$ cat src/logic/par_pkg.sv
/*
 Package for the negotiation and test register group.
 Holds register indices, bit positions, reset values and timing counts.
 Assumes a 125 MHz device clock.
*/
`default_nettype none
package par_pkg;
    // ==========================================
    // Register indices (management address space)
    localparam logic [4:0] PAR_IDX_PARTNER_ABILITY = 5'h05;
    localparam logic [4:0] PAR_IDX_EXPANSION = 5'h06;
    localparam logic [4:0] PAR_IDX_SETUP = 5'h10;
    localparam logic [4:0] PAR_IDX_LOOPBACK = 5'h11;
    localparam logic [4:0] PAR_IDX_RX_COUNT = 5'h12;
    localparam logic [4:0] PAR_IDX_PARAM_LO = 5'h14;
    localparam logic [4:0] PAR_IDX_PARAM_HI = 5'h18;
    // ==========================================
    // Expansion status bits
    localparam int PAR_EXP_MULTI_FAULT = 4;
    localparam int PAR_EXP_PARTNER_NP = 3;
    localparam int PAR_EXP_LOCAL_NP = 2;
    localparam int PAR_EXP_PAGE_RX = 1;
    localparam int PAR_EXP_PARTNER_AN = 0;
    localparam int PAR_PARTNER_NP_BIT = 15;
    // ==========================================
    // Setup register bits
    localparam int PAR_SET_LED_PULSE = 11;
    localparam int PAR_SET_SPEEDUP = 10;
    localparam int PAR_SET_AN_LOOP = 9;
    localparam int PAR_SET_VIS_ABD = 2;
    localparam int PAR_SET_VIS_PDF = 1;
    localparam int PAR_SET_VIS_LSC = 0;
    localparam logic [15:0] PAR_SET_RW_MASK = 16'h0e00;
    // ==========================================
    // Loopback / bypass / error mask register
    localparam logic [15:0] PAR_LB_RW_MASK = 16'hfb9f;
    localparam logic [15:0] PAR_LB_RESET = 16'h0080;
    localparam logic [15:0] PAR_ZERO = 16'h0000;
    localparam logic [1:0] PAR_LOOP_NORMAL = 2'h0;
    localparam logic [1:0] PAR_LOOP_PHY = 2'h1;
    localparam logic [1:0] PAR_LOOP_PAIR = 2'h2;
    // ==========================================
    // Packet time-out
    localparam int PAR_CLOCK_KHZ = 125000;
    localparam int PAR_PKT_TIMEOUT_MS = 722;
    localparam int PAR_PKT_TIMEOUT_CYCLES = PAR_PKT_TIMEOUT_MS * PAR_CLOCK_KHZ;

    typedef struct packed {
        logic repeater_mode_enable;
        logic coder_bypass;
        logic scrambler_bypass;
        logic link_down_power_saving;
        logic analog_power_down;
        logic [1:0] loopback_select;
        logic force_link_100;
        logic code_error_report_enable;
        logic premature_end_report_enable;
        logic link_error_report_enable;
        logic packet_timeout_report_enable;
        logic parameter_access_enable;
    } par_ctrl_t;

    typedef struct packed {
        logic phy_loopback;
        logic pair_loopback;
        logic speedup;
        logic an_loopback;
    } par_mode_t;
endpackage : par_pkg
`default_nettype wire

$ cat src/logic/par_sticky.sv
/*
 One sticky flag: set by an event, cleared by a request.
 Assumes both inputs are on the device clock.
*/
`default_nettype none
module par_sticky
(
    input wire logic clock,
    input wire logic rst,
    input wire logic set,
    input wire logic clear,
    output logic flag
);
    // ==========================================
    // Set beats a clear in the same cycle
    always_ff @(posedge clock)
    begin
        if (rst)
            flag <= 1'b0;
        else if (set)
            flag <= 1'b1;
        else if (clear)
            flag <= 1'b0;
    end
endmodule : par_sticky
`default_nettype wire

$ cat src/logic/par_timeout.sv
/*
 Packet time-out counter: pulses once when a packet runs too long.
 Assumes the packet level is on the device clock.
*/
`default_nettype none
module par_timeout
#(
    parameter int LIMIT = 90250000
)
(
    input wire logic clock,
    input wire logic rst,
    input wire logic in_packet,
    output logic expired
);
    logic [31:0] count_reg;
    logic hit;
    assign hit = in_packet && (count_reg == 32'(LIMIT - 1));
    // ==========================================
    // One pulse per over-long packet; counter parks after it
    always_ff @(posedge clock)
    begin
        if (rst || !in_packet)
            count_reg <= 32'h0000_0000;
        else if (count_reg != 32'(LIMIT))
            count_reg <= count_reg + 32'h0000_0001;
    end
    assign expired = hit;
endmodule : par_timeout
`default_nettype wire

$ cat src/logic/par_regs.sv
/*
 Negotiation expansion, setup, loopback/error-mask and receive counter registers.
 Assumes a management frame engine presents decoded register reads and writes
 on the device clock; negotiation and datapath events arrive on the same clock.
*/
`default_nettype none
// Behaviour
// (RULE_01) Multiple fault latched, cleared on read
// (RULE_02) Bit 3 mirrors partner next-page bit
// (RULE_03) Local next-page bit always zero
// (RULE_04) Page-arrived set on accepted page
// (RULE_05) Page-arrived cleared: link loss, reset, read
// (RULE_06) Partner-negotiation-capable only once known
// (RULE_07) Expansion bits 15 to 5 read zero
// (RULE_08) LED select routes link pulses to pin
// (RULE_09) Speed-up bit shortens negotiation timers
// (RULE_10) Loopback bit loops negotiation function
// (RULE_11) Three sticky state-visited flags
// (RULE_12) Repeater mode bit, default zero
// (RULE_13) Coder and scrambler bypass bits
// (RULE_14) Link-down power saving enable
// (RULE_15) Analog power down bit
// (RULE_16) Loopback select decode, reset normal
// (RULE_17) Forced 100M link bit, resets one
// (RULE_18) Enabled code, premature, link errors reported
// (RULE_19) Enabled 722 ms packet time-out reported
// (RULE_20) Parameter registers gated by access bit
// (RULE_21) 16-bit counter counts qualifying packets
// (RULE_22) Controller reaches registers over management link
// (RULE_23) Writes to reserved and status ignored
module par_regs
import par_pkg::*;
#(
    parameter int PKT_TIMEOUT = par_pkg::PAR_PKT_TIMEOUT_CYCLES
)
(
    input wire logic clock,
    input wire logic rst,
    input wire logic reg_read,
    input wire logic reg_write,
    input wire logic [4:0] reg_index,
    input wire logic [15:0] reg_wdata,
    output logic [15:0] reg_rdata,
    output logic param_access_grant,
    input wire logic [15:0] partner_ability,
    input wire logic multi_fault_event,
    input wire logic page_accepted,
    input wire logic link_lost,
    input wire logic partner_an_known,
    input wire logic partner_an_compliant,
    input wire logic an_restart,
    input wire logic enter_ability_detect,
    input wire logic enter_parallel_fault,
    input wire logic enter_link_check,
    input wire logic link_pulse,
    input wire logic fourth_indicator_pin_default,
    output logic fourth_indicator_pin,
    input wire logic rx_code_error,
    input wire logic rx_premature_end,
    input wire logic rx_link_error,
    input wire logic rx_in_packet,
    input wire logic rx_packet_done,
    output logic rx_error_report,
    output var par_ctrl_t ctrl,
    output var par_mode_t mode
);
    import par_pkg::*;

    // ==========================================
    // Decode
    logic rd_exp, wr_setup, wr_lb, wr_cnt, rd_partner;
    logic in_param_range;
    assign rd_exp = reg_read && (reg_index == PAR_IDX_EXPANSION);
    assign rd_partner = reg_read && (reg_index == PAR_IDX_PARTNER_ABILITY);
    assign wr_setup = reg_write && (reg_index == PAR_IDX_SETUP);
    assign wr_lb = reg_write && (reg_index == PAR_IDX_LOOPBACK);
    assign wr_cnt = reg_write && (reg_index == PAR_IDX_RX_COUNT);
    assign in_param_range = (reg_index >= PAR_IDX_PARAM_LO) && (reg_index <= PAR_IDX_PARAM_HI);

    // ==========================================
    // Registers
    logic [15:0] setup_reg, lb_reg, count_reg;
    logic partner_an_reg;
    logic multi_fault_latch, page_rx_flag;
    logic visited_ability_detect, visited_parallel_fault, visited_link_check;

    par_sticky u_mlf (.clock(clock), .rst(rst), .set(multi_fault_event),
        .clear(rd_exp), .flag(multi_fault_latch)); // RULE_01
    par_sticky u_page (.clock(clock), .rst(rst), .set(page_accepted),
        .clear(link_lost || rd_partner), .flag(page_rx_flag)); // RULE_04 RULE_05
    par_sticky u_abd (.clock(clock), .rst(rst), .set(enter_ability_detect),
        .clear(1'b0), .flag(visited_ability_detect)); // RULE_11
    par_sticky u_pdf (.clock(clock), .rst(rst), .set(enter_parallel_fault),
        .clear(1'b0), .flag(visited_parallel_fault)); // RULE_11
    par_sticky u_lsc (.clock(clock), .rst(rst), .set(enter_link_check),
        .clear(1'b0), .flag(visited_link_check)); // RULE_11

    // Partner capability: known only after exchange, zero on restart
    always_ff @(posedge clock)
    begin
        if (rst || an_restart)
            partner_an_reg <= 1'b0;
        else if (partner_an_known)
            partner_an_reg <= partner_an_compliant; // RULE_06
    end

    // Only writable bits take data; the rest keep reading as before
    logic [15:0] setup_next, lb_next;
    assign setup_next = reg_wdata & PAR_SET_RW_MASK; // RULE_23
    assign lb_next = reg_wdata & PAR_LB_RW_MASK; // RULE_23

    always_ff @(posedge clock)
    begin
        if (rst)
            setup_reg <= PAR_ZERO;
        else if (wr_setup)
            setup_reg <= setup_next;
    end

    always_ff @(posedge clock)
    begin
        if (rst)
            lb_reg <= PAR_LB_RESET; // RULE_12 RULE_16 RULE_17
        else if (wr_lb)
            lb_reg <= lb_next;
    end

    // Counter: a software write wins over a packet in the same cycle
    logic [15:0] count_next;
    assign count_next = count_reg + 16'h0001;
    always_ff @(posedge clock)
    begin
        if (rst)
            count_reg <= PAR_ZERO;
        else if (wr_cnt)
            count_reg <= reg_wdata;
        else if (rx_packet_done)
            count_reg <= count_next; // RULE_21
    end

    // ==========================================
    // Control outputs
    assign ctrl.repeater_mode_enable = lb_reg[15]; // RULE_12
    assign ctrl.coder_bypass = lb_reg[14]; // RULE_13
    assign ctrl.scrambler_bypass = lb_reg[13]; // RULE_13
    assign ctrl.link_down_power_saving = lb_reg[12]; // RULE_14
    assign ctrl.analog_power_down = lb_reg[11]; // RULE_15
    assign ctrl.loopback_select = lb_reg[9:8]; // RULE_16
    assign ctrl.force_link_100 = lb_reg[7]; // RULE_17
    assign ctrl.code_error_report_enable = lb_reg[4];
    assign ctrl.premature_end_report_enable = lb_reg[3];
    assign ctrl.link_error_report_enable = lb_reg[2];
    assign ctrl.packet_timeout_report_enable = lb_reg[1];
    assign ctrl.parameter_access_enable = lb_reg[0];

    assign mode.phy_loopback = (lb_reg[9:8] == PAR_LOOP_PHY); // RULE_16
    assign mode.pair_loopback = (lb_reg[9:8] == PAR_LOOP_PAIR); // RULE_16
    assign mode.speedup = setup_reg[PAR_SET_SPEEDUP]; // RULE_09
    assign mode.an_loopback = setup_reg[PAR_SET_AN_LOOP]; // RULE_10

    assign fourth_indicator_pin = setup_reg[PAR_SET_LED_PULSE] ? link_pulse : fourth_indicator_pin_default; // RULE_08

    // Parameter window opens only with the access bit set
    assign param_access_grant = (reg_read || reg_write) && in_param_range && lb_reg[0]; // RULE_20

    // ==========================================
    // Error reporting
    logic pkt_expired;
    par_timeout #(.LIMIT(PKT_TIMEOUT)) u_timeout (.clock(clock), .rst(rst),
        .in_packet(rx_in_packet), .expired(pkt_expired));
    logic err_any;
    assign err_any = (lb_reg[4] && rx_code_error) || (lb_reg[3] && rx_premature_end)
        || (lb_reg[2] && rx_link_error); // RULE_18
    always_ff @(posedge clock)
    begin
        if (rst)
            rx_error_report <= 1'b0;
        else
            rx_error_report <= err_any || (lb_reg[1] && pkt_expired); // RULE_19
    end

    // ==========================================
    // Read mux
    logic [15:0] exp_value, setup_value, rd_value;
    assign exp_value = {11'h000, multi_fault_latch, partner_ability[PAR_PARTNER_NP_BIT],
        1'b0, page_rx_flag, partner_an_reg}; // RULE_02 RULE_03 RULE_07
    assign setup_value = setup_reg | {13'h0000, visited_ability_detect,
        visited_parallel_fault, visited_link_check}; // RULE_11
    assign rd_value = (reg_index == PAR_IDX_EXPANSION) ? exp_value :
        (reg_index == PAR_IDX_SETUP) ? setup_value :
        (reg_index == PAR_IDX_LOOPBACK) ? lb_reg :
        (reg_index == PAR_IDX_RX_COUNT) ? count_reg : PAR_ZERO;
    // Read data is captured with the read, before the clear lands
    always_ff @(posedge clock)
    begin
        if (rst)
            reg_rdata <= PAR_ZERO;
        else if (reg_read)
            reg_rdata <= rd_value; // RULE_22
    end

    // ==========================================
    // Checks
    a_fault_clear: assert property (@(posedge clock) disable iff (rst)
        rd_exp && !multi_fault_event |=> !multi_fault_latch) // RULE_01
        else $error("fault flag not cleared by read");
    a_fault_set: assert property (@(posedge clock) disable iff (rst)
        multi_fault_event |=> multi_fault_latch) // RULE_01
        else $error("fault flag not set");
    a_page_clear: assert property (@(posedge clock) disable iff (rst)
        (link_lost || rd_partner) && !page_accepted |=> !page_rx_flag) // RULE_05
        else $error("page flag not cleared");
    a_page_set: assert property (@(posedge clock) disable iff (rst)
        page_accepted |=> page_rx_flag) // RULE_04
        else $error("page flag not set");
    a_exp_upper: assert property (@(posedge clock) disable iff (rst)
        $past(rd_exp) |-> reg_rdata[15:5] == 11'h000 && reg_rdata[2] == 1'b0) // RULE_07
        else $error("expansion reserved bits nonzero");
    a_lb_reset: assert property (@(posedge clock)
        $past(rst) |-> lb_reg == PAR_LB_RESET) // RULE_17
        else $error("loopback reset value wrong");
    a_param_gate: assert property (@(posedge clock) disable iff (rst)
        param_access_grant |-> ctrl.parameter_access_enable) // RULE_20
        else $error("parameter access without enable");
    a_count_step: assert property (@(posedge clock) disable iff (rst)
        rx_packet_done && !wr_cnt |=> count_reg == $past(count_reg) + 16'h0001) // RULE_21
        else $error("counter did not step");
    a_led_route: assert property (@(posedge clock) disable iff (rst)
        setup_reg[PAR_SET_LED_PULSE] |-> fourth_indicator_pin == link_pulse) // RULE_08
        else $error("led not routed");
    a_err_report: assert property (@(posedge clock) disable iff (rst)
        ctrl.code_error_report_enable && rx_code_error |=> rx_error_report) // RULE_18
        else $error("code error not reported");
endmodule : par_regs
`default_nettype wire

$ cat config.mk
export PLATFORM = sky130hd
export DESIGN_NAME = par_regs
export DESIGN_NICKNAME = d
export VERILOG_FILES = /design/src/logic/par_pkg.sv /design/src/logic/par_sticky.sv /design/src/logic/par_timeout.sv /design/src/logic/par_regs.sv
export SDC_FILE = /design/constraint.sdc
export NUM_CORES = 1
export LEC_CHECK = 0
export ABC_AREA = 1
export BUFFER_PORTS_ARGS = -buffer_cell sky130_fd_sc_hd__buf_4
export CORE_UTILIZATION = 60
export CTS_CLUSTER_DIAMETER = 60
export DETAILED_ROUTE_END_ITERATION = 10
export PLACE_DENSITY_LB_ADDON = 0.05
export SYNTH_ARGS = -nofsm -noshare
export SYNTH_HDL_FRONTEND = slang
export SYNTH_HIERARCHICAL = 1
export SYNTH_SLANG_ARGS = --single-unit
$ cat constraint.sdc
create_clock -name clock -period 4.01 [get_ports clock]
set_input_delay 0.802 -clock clock [delete_from_list [all_inputs] [get_ports clock]]
set_output_delay 0.802 -clock clock [all_outputs]
set_load 0.1 [all_outputs]
==> results.tsv, run 1 <==
stage	metric	value	unit
setup_path	Crit. End Element	primary output	
grt	vias in the first global route	4577	
floorplan	Die Wd	92.35	um
grt	GRT Util Overall	32.57	%
sta	Fmax	382.9	MHz
final_layout	Nets	920	
floorplan	Die Ht	92.35	um
sta	worst clock skew	14.06	ps
final_layout	area delta synth->final	17.27	%
sta	setup_tns	0	ps
logic_synthesis	Post-Synthesis Cells	784	
hold_path	Hold EP	reg_rdata[10]	
logic_synthesis	Async S/R FF share, synth	0	%
setup_path	Slowest-stage cell, CP	buf_4	
power	P_leak	2.218	nW
placed_design	Post-DP Area	5549	um2
sta	fin crit share	65.13	%
final_layout	post-route cell area	5743	um2
setup_path	WP buf/inv	3	
logic_synthesis	Area contributors post-synth	dfxtp_1, nand2_1, nor2_1	
sta	Rel. slew slack	52.73	%
clock_network	clk_lat worst skew	360	ps
setup_path	nature of the critical path startpoint	primary input	
setup_path	critical path class	primary input to primary output	
placed_design	HPWL after DPL	10260	um
sta	endpoints failing setup	0	
detailed_routing	drt via density	5.340	
setup_path	R2R depth	7	
logic_synthesis	most frequent cell after synthesis	nand2_1	
job	Max-Cap Viols	0	
placed_design	Placed Cells	951	
sta	Final Max Slew Viols	0	
clock_network	Clock Path Buffers	2	
sta	final hold vios	0	
grt	initial antenna violation count	0	
floorplan	initial core utilization	62.72	%
logic_synthesis	FF+latch count, synth	87	
floorplan	full die area	8528	um2
grt	grt ovf	0	
logic_synthesis	most used flip-flop cell after synthesis	dfxtp_1	
final_layout	fraction of layout cells with a size suffix above 1	15.74	%
placed_design	GPL Wtd Cong	0.9149	
final_layout	footprint of the multi-input gates	2689	um2
setup_path	critical-path maximum fanout	3	
sta	Slew @ Worst Pin	707.3	ps
setup_path	reg-to-reg critical path endpoint	rx_error_report	
clock_network	CTS Root Cell	clkbuf_8	
setup_path	CP Depth	7	
floorplan	std cell rows	32	
setup_path	crit path DAT	1810	ps
hold_path	class of the tightest hold or removal check	flip-flop to flip-flop	
detailed_routing	Iter 0 DRT Violations	480	
setup_path	Reg-to-Reg Start	u_timeout/count_reg[1]	
clock_network	post_cts resized	0	
clock_network	Num CTS Buffers	9	
clock_network	clock-pin slew on the worst setup and hold paths	90	ps
logic_synthesis	number of library cell types mapped by synthesis	35	
logic_synthesis	Synth Cell Area	4897	um2
grt	first-pass GRT wire length	21900	um
detailed_routing	DR DRC count	0	
logic_synthesis	Ys Warns	6	
sta	setup ws final	1398	ps
clock_network	H-tree levels	3	
grt	largest net degree at the start of global routing	35	
setup_path	Top cell by count, worst path	buf_4	
clock_network	hold bufs inserted after CTS	0	
logic_synthesis	Syn Area/Cell	6.246	um2
sta	Hold WS	467.4	ps
floorplan	IO Count	93	
status	status	complete, no violations	
setup_path	R2R Setup Slk	2070	ps
hold_path	HP Start	reg_rdata[10]	
clock_network	Setup Fix Bufs, Post-CTS	0	
final_layout	Diodes inserted	0	
detailed_routing	drt first pass iters	5	
detailed_routing	antenna violation net count after detailed routing	0	
logic_synthesis	Yosys top cell by area	dfxtp_1	
setup_path	Top delay family on crit path	buffers and inverters	
setup_path	critical-path cell list	buf_4 -> inv_1 -> nand2_1 -> nor3_1 -> nor2_1 -> nor4_2 -> buf_4	
clock_network	Clock Sinks	87	
sta	min Tclk post-route	2612	ps
detailed_routing	routed vias	5158	
logic_synthesis	top-area cell type share of the netlist area	35.56	%
final_layout	number of flip-flops in the largest register	32	
final_layout	Fill cells	670	
hold_path	Hold Crit Depth	2	
detailed_routing	Routed wire per std cell	13.81	um
power	worst vdd ir	0.0001823	V
placed_design	pre-CTS setup slack	1419	ps
final_layout	fin cells	966	
power	Power Dens Cells	288.0	nW/um2
setup_path	WP data required	3210	ps
logic_synthesis	most instantiated cells after synthesis	nand2_1, nor2_1, inv_1	
detailed_routing	Routed Wire Length	13340	um
placed_design	port bufs	77	
sta	RSZ-0062 raised after global routing	no	
logic_synthesis	number of flops mapped to enable cells by yosys	0	
final_layout	register area	1742	um2
floorplan	core area	7807	um2
logic_synthesis	sequential area share after synthesis	35.56	%
clock_network	TritonCTS clock tree	yes	
setup_path	Critical Path Max Stage Delay	340	ps
-- final cells by class --
type / count / area share (%)
well taps: 102 / 2.222
multi-input cells: 577 / 46.82
clock buffers: 9 / 2.157
flip-flops and latches: 87 / 30.33
repair buffers: 79 / 10.33
clock inverters: 6 / 1.220
inverters: 106 / 6.928
-- layout by cell type (no fill, tap or decap), types with 10 or more instances in the layout --
| cell type | instances |
|---|---|
| a21oi_1 | 66 |
| buf_4 | 79 |
| dfxtp_1 | 87 |
| inv_1 | 100 |
| nand2_1 | 226 |
| nand3_1 | 39 |
| nand4_1 | 10 |
| nor2_1 | 121 |
| nor2_2 | 10 |
| o21ai_0 | 40 |
-- worst max path at each step --
| stage | start | endpoint | slack [ps] |
|---|---|---|---|
| 2_1_floorplan | lb_reg[0] | param_access_grant | 300 |
| 3_3_place_gp | reg_index[0] | param_access_grant | 1440 |
| 3_5_place_dp | reg_index[0] | param_access_grant | 1420 |
| 4_1_cts | reg_index[0] | param_access_grant | 1410 |
| 5_1_grt | reg_index[0] | param_access_grant | 1280 |
| 6_report | reg_index[0] | param_access_grant | 1400 |
-- cell families (layout without fill, tap and decap cells) --
family / after synthesis / count (layout) / synth area share [%]
and+or+nand+nor: 436 / 436 / 38.20
AOI/OAI and AO/OA: 125 / 125 / 13.77
buffers and inverters: 122 / 200 / 9.811
DFF: 87 / 87 / 35.56
xor gates and xnor gates: 9 / 9 / 1.610
adders and majority gates: 3 / 3 / 0.7666
other: 1 / 3 / 0.07657
muxes: 1 / 1 / 0.2044
-- report_power, final --
| group | switching, mW | internal (mW) | leakage [nW] | total [mW] |
|---|---|---|---|---|
| Sequential | 0.00981 | 0.875 | 0.704 | 0.884 |
| Combinational | 0.104 | 0.0530 | 1.43 | 0.157 |
| Clock | 0.325 | 0.288 | 0.0879 | 0.613 |
-- stage by stage --
stage                     total power, mW  utilization, %
after global routing                1.717           73.56
after detailed placement            1.060           71.07
final                               1.654           73.56
after global placement              1.057           71.07
after CTS                           1.661           73.56
after floorplan                    0.9961               -
-- tightest hold or removal path, delay by kind of cell, from the launching register on --
kind / cells / cell delay (ps)
DFF: 1 / 320
and+or+nand+nor: 1 / 60
AOI/OAI and AO/OA: 1 / 50
-- metal layers --
| layer | share of wire, % | track usage [%] | routed length (um) |
|---|---|---|---|
| met5 | 0 | 0 | 0 |
| met3 | 9.4 | 5.419 | 1256 |
| met1 | 47 | 49.92 | 6286 |
| met4 | 0.40 | 5.078 | 53 |
| met2 | 43 | 48.40 | 5747 |
No activity file was read; power rests on OpenSTA's default activity.
==> inputs of run 2 (changes only) <==
Settings changed: CORE_UTILIZATION 60 to 51.
Clock period 4.01 ns to 2.4 ns, I/O delays scaled along.
==> run 2 against run 1 <==
Net effect: routed wire length rose by 4.1%; sequential share of layout area fell by 0.44 points; setup slack got worse by 1100 ps; total power rose by 65%; clock skew rose by 5.8 ps; worst hold slack got worse by 190 ps; non-clock buffer count rose by 7; core utilization fell by 11 points.
==> results.tsv, run 2 (same netlist as run 1, synthesis figures left out) <==
stage	metric	value	unit
power	Power Dens Cells	466.7	nW/um2
detailed_routing	routed vias	5289	
setup_path	nature of the critical path startpoint	primary input	
final_layout	fin cells	1001	
detailed_routing	Routed wire per std cell	13.88	um
detailed_routing	antenna violation net count after detailed routing	0	
sta	Slew @ Worst Pin	703.8	ps
final_layout	Diodes inserted	0	
placed_design	port bufs	77	
clock_network	CTS Root Cell	clkbuf_8	
sta	Rel. slew slack	53.03	%
placed_design	HPWL after DPL	10620	um
sta	RSZ-0062 raised after global routing	no	
clock_network	Clock Sinks	87	
sta	worst clock skew	19.86	ps
floorplan	Die Wd	99.99	um
final_layout	Fill cells	923	
final_layout	Nets	927	
sta	endpoints failing setup	0	
clock_network	H-tree levels	3	
clock_network	hold bufs inserted after CTS	0	
hold_path	class of the tightest hold or removal check	primary input to flip-flop	
power	worst vdd ir	0.0002672	V
clock_network	TritonCTS clock tree	yes	
detailed_routing	drt first pass iters	5	
clock_network	Num CTS Buffers	9	
placed_design	Placed Cells	985	
final_layout	most frequent cells in the layout	nand2_1, nor2_1, inv_1	
detailed_routing	Routed Wire Length	13890	um
job	Max-Cap Viols	0	
sta	Fmax	475.9	MHz
power	P_leak	2.259	nW
detailed_routing	Iter 0 DRT Violations	425	
sta	min Tclk post-route	2101	ps
clock_network	Clock Path Buffers	2	
grt	vias in the first global route	4584	
status	status	complete, no violations	
setup_path	Crit. End Element	primary output	
grt	grt ovf	0	
setup_path	crit path DAT	1620	ps
sta	final hold vios	0	
clock_network	post_cts resized	0	
setup_path	critical path class	primary input to primary output	
floorplan	Die Ht	99.99	um
power	Power Total	2.722	mW
sta	setup_tns	0	ps
grt	first-pass GRT wire length	22720	um
final_layout	area delta synth->final	19.09	%
setup_path	critical-path maximum fanout	3	
setup_path	WP data required	1920	ps
sta	fin crit share	87.55	%
floorplan	full die area	9998	um2
detailed_routing	DR DRC count	0	
grt	largest net degree at the start of global routing	32	
sta	Final Max Slew Viols	0	
final_layout	commonest non-fill, non-tap cell in the layout	nand2_1	
final_layout	fraction of layout cells with a size suffix above 1	16.86	%
clock_network	clk_lat worst skew	360	ps
floorplan	std cell rows	35	
placed_design	GPL Wtd Cong	0.9725	
clock_network	clock-pin slew on the worst setup and hold paths	90	ps
clock_network	Setup Fix Bufs, Post-CTS	0	
detailed_routing	drt via density	5.284	
grt	initial antenna violation count	0	
grt	GRT Util Overall	28.96	%
final_layout	number of flip-flops in the largest register	32	
floorplan	IO Count	93	
floorplan	core area	9284	um2
floorplan	initial core utilization	52.75	%
==> run 2: cell type report <==
cell class / instances / area [um2] / area share (%)
Clock buffer: 10 / 137.6 / 2.360
Clock inverter: 6 / 43.79 / 0.7509
Inverter: 106 / 397.9 / 6.823
Multi-Input combinational cell: 577 / 2703 / 46.34
Sequential cell: 87 / 1743 / 29.89
Tap cell: 129 / 161.4 / 2.768
Timing Repair Buffer: 86 / 645.6 / 11.07
==> run 2: final timing paths <==
check,start,end,slack (ps),cells after the start
setup / recovery,reg_index[0],param_access_grant,300,7
hold / removal,an_restart,partner_an_reg,280,2
setup reg to reg,u_timeout/count_reg[1],rx_error_report,600,7
hold reg to reg,reg_rdata[9],reg_rdata[9],470,2
==> run 2: per-layer routing <==
metal  vias to the layer above  routed length, um  track usage (%)
li1                       2627                  -                -
met1                      2455               6860            44.35
met2                       193               5744            42.18
met3                        14               1151            4.457
met4                         0                134            7.246
met5                         -                  0                0
==> run 2: where the power goes <==
part	internal (mW)	switching (mW)
logic	0.0927	0.179
clock network	0.409	0.564
registers	1.46	0.0158
==> run 2: worst max-delay path, cell delays in order <==
cell and delay (ps):
buf_4 100, inv_1 100, nand2_1 90, nor3_1 160, nor2_1 90, nor4_4 270
buf_4 320
==> run 2: stage by stage <==
step                      instance area (um2)  setup WS (ps)  hold slack [ps]  utilization, %
after detailed placement                 5650          278.6            456.5           60.86
after global placement                   5650          346.5            452.4           60.86
final                                    5832          298.7            278.9           62.82
after CTS                                5832          272.8            272.7           62.82
after floorplan                          4926         -54.11            441.5               -
after global routing                     5832          220.5            267.0           62.82
==> inputs of run 3 (changes only) <==
Settings changed: CORE_UTILIZATION 51 to 50, SYNTH_HIERARCHICAL 1 to default.
==> run 3 against run 2 <==
Net effect: the run now ends with design-rule violations left; total power increased by 4.6%; maximum frequency increased by 11%; routed wire length decreased by 11%; worst hold slack got worse by 32 ps; clock skew decreased by 5.9 ps; core utilization decreased by 0.23 points; setup slack improved by 210 ps; critical path type unchanged; largest cell class unchanged; largest power group unchanged; highest routed layer unchanged.
==> results.tsv, run 3 <==
stage	metric	value	unit
status	status	complete, but fails checks	
status	failing checks	design-rule violations	
logic_synthesis	top-area cell type share of the netlist area	37.60	%
sta	RSZ-0062 raised after global routing	no	
sta	Slew @ Worst Pin	502.0	ps
logic_synthesis	Area contributors post-synth	dfxtp_1, nand2_1, nor2_1	
logic_synthesis	number of flops mapped to enable cells by yosys	0	
sta	Final Max Slew Viols	0	
grt	GRT Util Overall	26.75	%
sta	Fmax	528.4	MHz
detailed_routing	Routed Wire Length	12400	um
logic_synthesis	FF+latch count, synth	87	
logic_synthesis	Post-Synthesis Cells	711	
power	worst vdd ir	0.0003835	V
grt	Most Used Layer, Global Route	met2	
detailed_routing	DR DRC count	1	
placed_design	GPL Wtd Cong	0.8924	
hold_path	class of the tightest hold or removal check	primary input to flip-flop	
final_layout	Nets	847	
sta	setup ws final	507.6	ps
detailed_routing	Iter 0 DRT Violations	192	
logic_synthesis	most instantiated cells after synthesis	nand2_1, nor2_1, inv_1	
clock_network	Setup Fix Bufs, Post-CTS	0	
logic_synthesis	Ys Warns	0	
logic_synthesis	most used flip-flop cell after synthesis	dfxtp_1	
detailed_routing	routed vias	4696	
placed_design	port bufs	77	
clock_network	hold bufs inserted after CTS	0	
logic_synthesis	Async S/R FF share, synth	0	%
placed_design	HPWL after DPL	9402	um
logic_synthesis	Synth Cell Area	4632	um2
grt	GR Util met3	6.228	%
sta	fin crit share	78.85	%
grt	first-pass GRT wire length	20700	um
final_layout	Fill cells	861	
sta	final hold vios	0	
final_layout	fraction of layout cells with a size suffix above 1	15.66	%
clock_network	clk_lat worst skew	380	ps
power	P_leak	2.226	nW
floorplan	initial core utilization	52.35	%
clock_network	Clock Sinks	87	
detailed_routing	drt first pass iters	10	
setup_path	critical path class	primary input to primary output	
final_layout	most frequent cells in the layout	nand2_1, nor2_1, inv_1	
floorplan	Die Ht	98.25	um
floorplan	full die area	9653	um2
logic_synthesis	Yosys top cell by area	dfxtp_1	
grt	grt met2 use	48.21	%
clock_network	post_cts resized	0	
setup_path	crit path DAT	1410	ps
sta	Rel. slew slack	66.50	%
grt	largest net degree at the start of global routing	33	
logic_synthesis	sequential area share after synthesis	37.60	%
logic_synthesis	number of library cell types mapped by synthesis	36	
floorplan	Die Wd	98.25	um
job	Max-Cap Viols	0	
placed_design	pre-CTS setup slack	443.1	ps
floorplan	core area	8848	um2
detailed_routing	antenna violation net count after detailed routing	0	
logic_synthesis	most frequent cell after synthesis	nand2_1	
floorplan	std cell rows	34	
detailed_routing	Routed wire per std cell	13.78	um
clock_network	CTS Root Cell	clkbuf_8	
clock_network	TritonCTS clock tree	yes	
power	Power Total	2.847	mW
setup_path	R2R Setup Slk	720	ps
grt	grt ovf	0	
grt	initial antenna violation count	0	
final_layout	commonest non-fill, non-tap cell in the layout	nand2_1	
sta	endpoints failing setup	0	
clock_network	clock-pin slew on the worst setup and hold paths	100	ps
power	Power Dens Cells	514.2	nW/um2
sta	min Tclk post-route	1892	ps
final_layout	Diodes inserted	0	
sta	worst clock skew	13.96	ps
clock_network	Num CTS Buffers	9	
setup_path	critical-path maximum fanout	2	
grt	vias in the first global route	4585	
setup_path	WP data required	1920	ps
final_layout	area delta synth->final	19.56	%
setup_path	nature of the critical path startpoint	primary input	
floorplan	IO Count	93	
logic_synthesis	Syn Area/Cell	6.515	um2
clock_network	Clock Path Buffers	2	
final_layout	number of flip-flops in the largest register	32	
logic_synthesis	syn_nets	771	
setup_path	Crit. End Element	primary output	
clock_network	H-tree levels	3	
grt	GRT met1 Usage	29.34	%
detailed_routing	drt via density	5.218	
run 3: cell count changes in the layout (fill, tap and decap cells not counted), sizes merged, moves of 7 or more:
cell | previous run | this run
a21oi | 71 | 61
nor2 | 137 | 109
nand2 | 238 | 175
nor3 | 9 | 16
o21ai | 42 | 50
run 3: layout make-up:
class	instances	area, um2	area share, %
sequential	87	1743	31.47
multi-input combinational	508	2464	44.49
tap	108	135.1	2.440
timing repair buffer	82	615.6	11.12
clock buffer	9	123.9	2.237
inverter	99	371.6	6.710
clock inverter	7	85.08	1.536
run 3: power by group:
group / switching, mW / internal [mW]
clock network: 0.613 / 0.508
logic: 0.163 / 0.0860
registers: 0.0157 / 1.46
total: 0.792 / 2.06
run 3: worst paths after layout:
| kind | startpoint | to | cells after the start |
|---|---|---|---|
| max | reg_index[0] | param_access_grant | 5 |
| min | an_restart | partner_an_reg | 2 |
| max reg2reg | u_timeout.count_reg[0] | u_timeout.count_reg[22] | 10 |
| min reg2reg | lb_reg[11] | lb_reg[11] | 2 |
run 3: through the flow:
step / hold WS [ps] / util, % / TNS (ps) / instance area [um2] / std cells
2_1_floorplan: 437.9 / - / -120.4 / 4656 / 711
3_3_place_gp: 452.8 / 60.22 / 0 / 5329 / 884
3_5_place_dp: 459.0 / 60.22 / 0 / 5329 / 884
4_1_cts: 241.0 / 62.58 / 0 / 5538 / 900
5_1_grt: 234.8 / 62.58 / 0 / 5538 / 900
6_report: 246.5 / 62.58 / 0 / 5538 / 900
run 3: per-layer routing:
metal | up-vias | wire length, um
li1 | 2430 | -
met1 | 2123 | 5098
met3 | 33 | 648
met5 | - | 0
met4 | 0 | 466
met2 | 110 | 6185
run 3: critical path, stage by stage:
cell and delay (ps):
buf_4 110, nor2_1 140, nand3_1 130, a221oi_4 230, buf_4 330
run 3: cells by family (layout without fill, tap and decap cells):
family	count (synthesis)	after routing	share of synthesized area, %
buffers and inverters	116	197	9.698
flip-flops	87	87	37.60
AO/OA/AOI/OAI	124	124	13.91
AND/OR/NAND/NOR	365	365	34.93
adder cells (fa/ha/maj)	3	3	0.8105
multiplexers	1	1	0.2161
XOR/XNOR	15	15	2.836
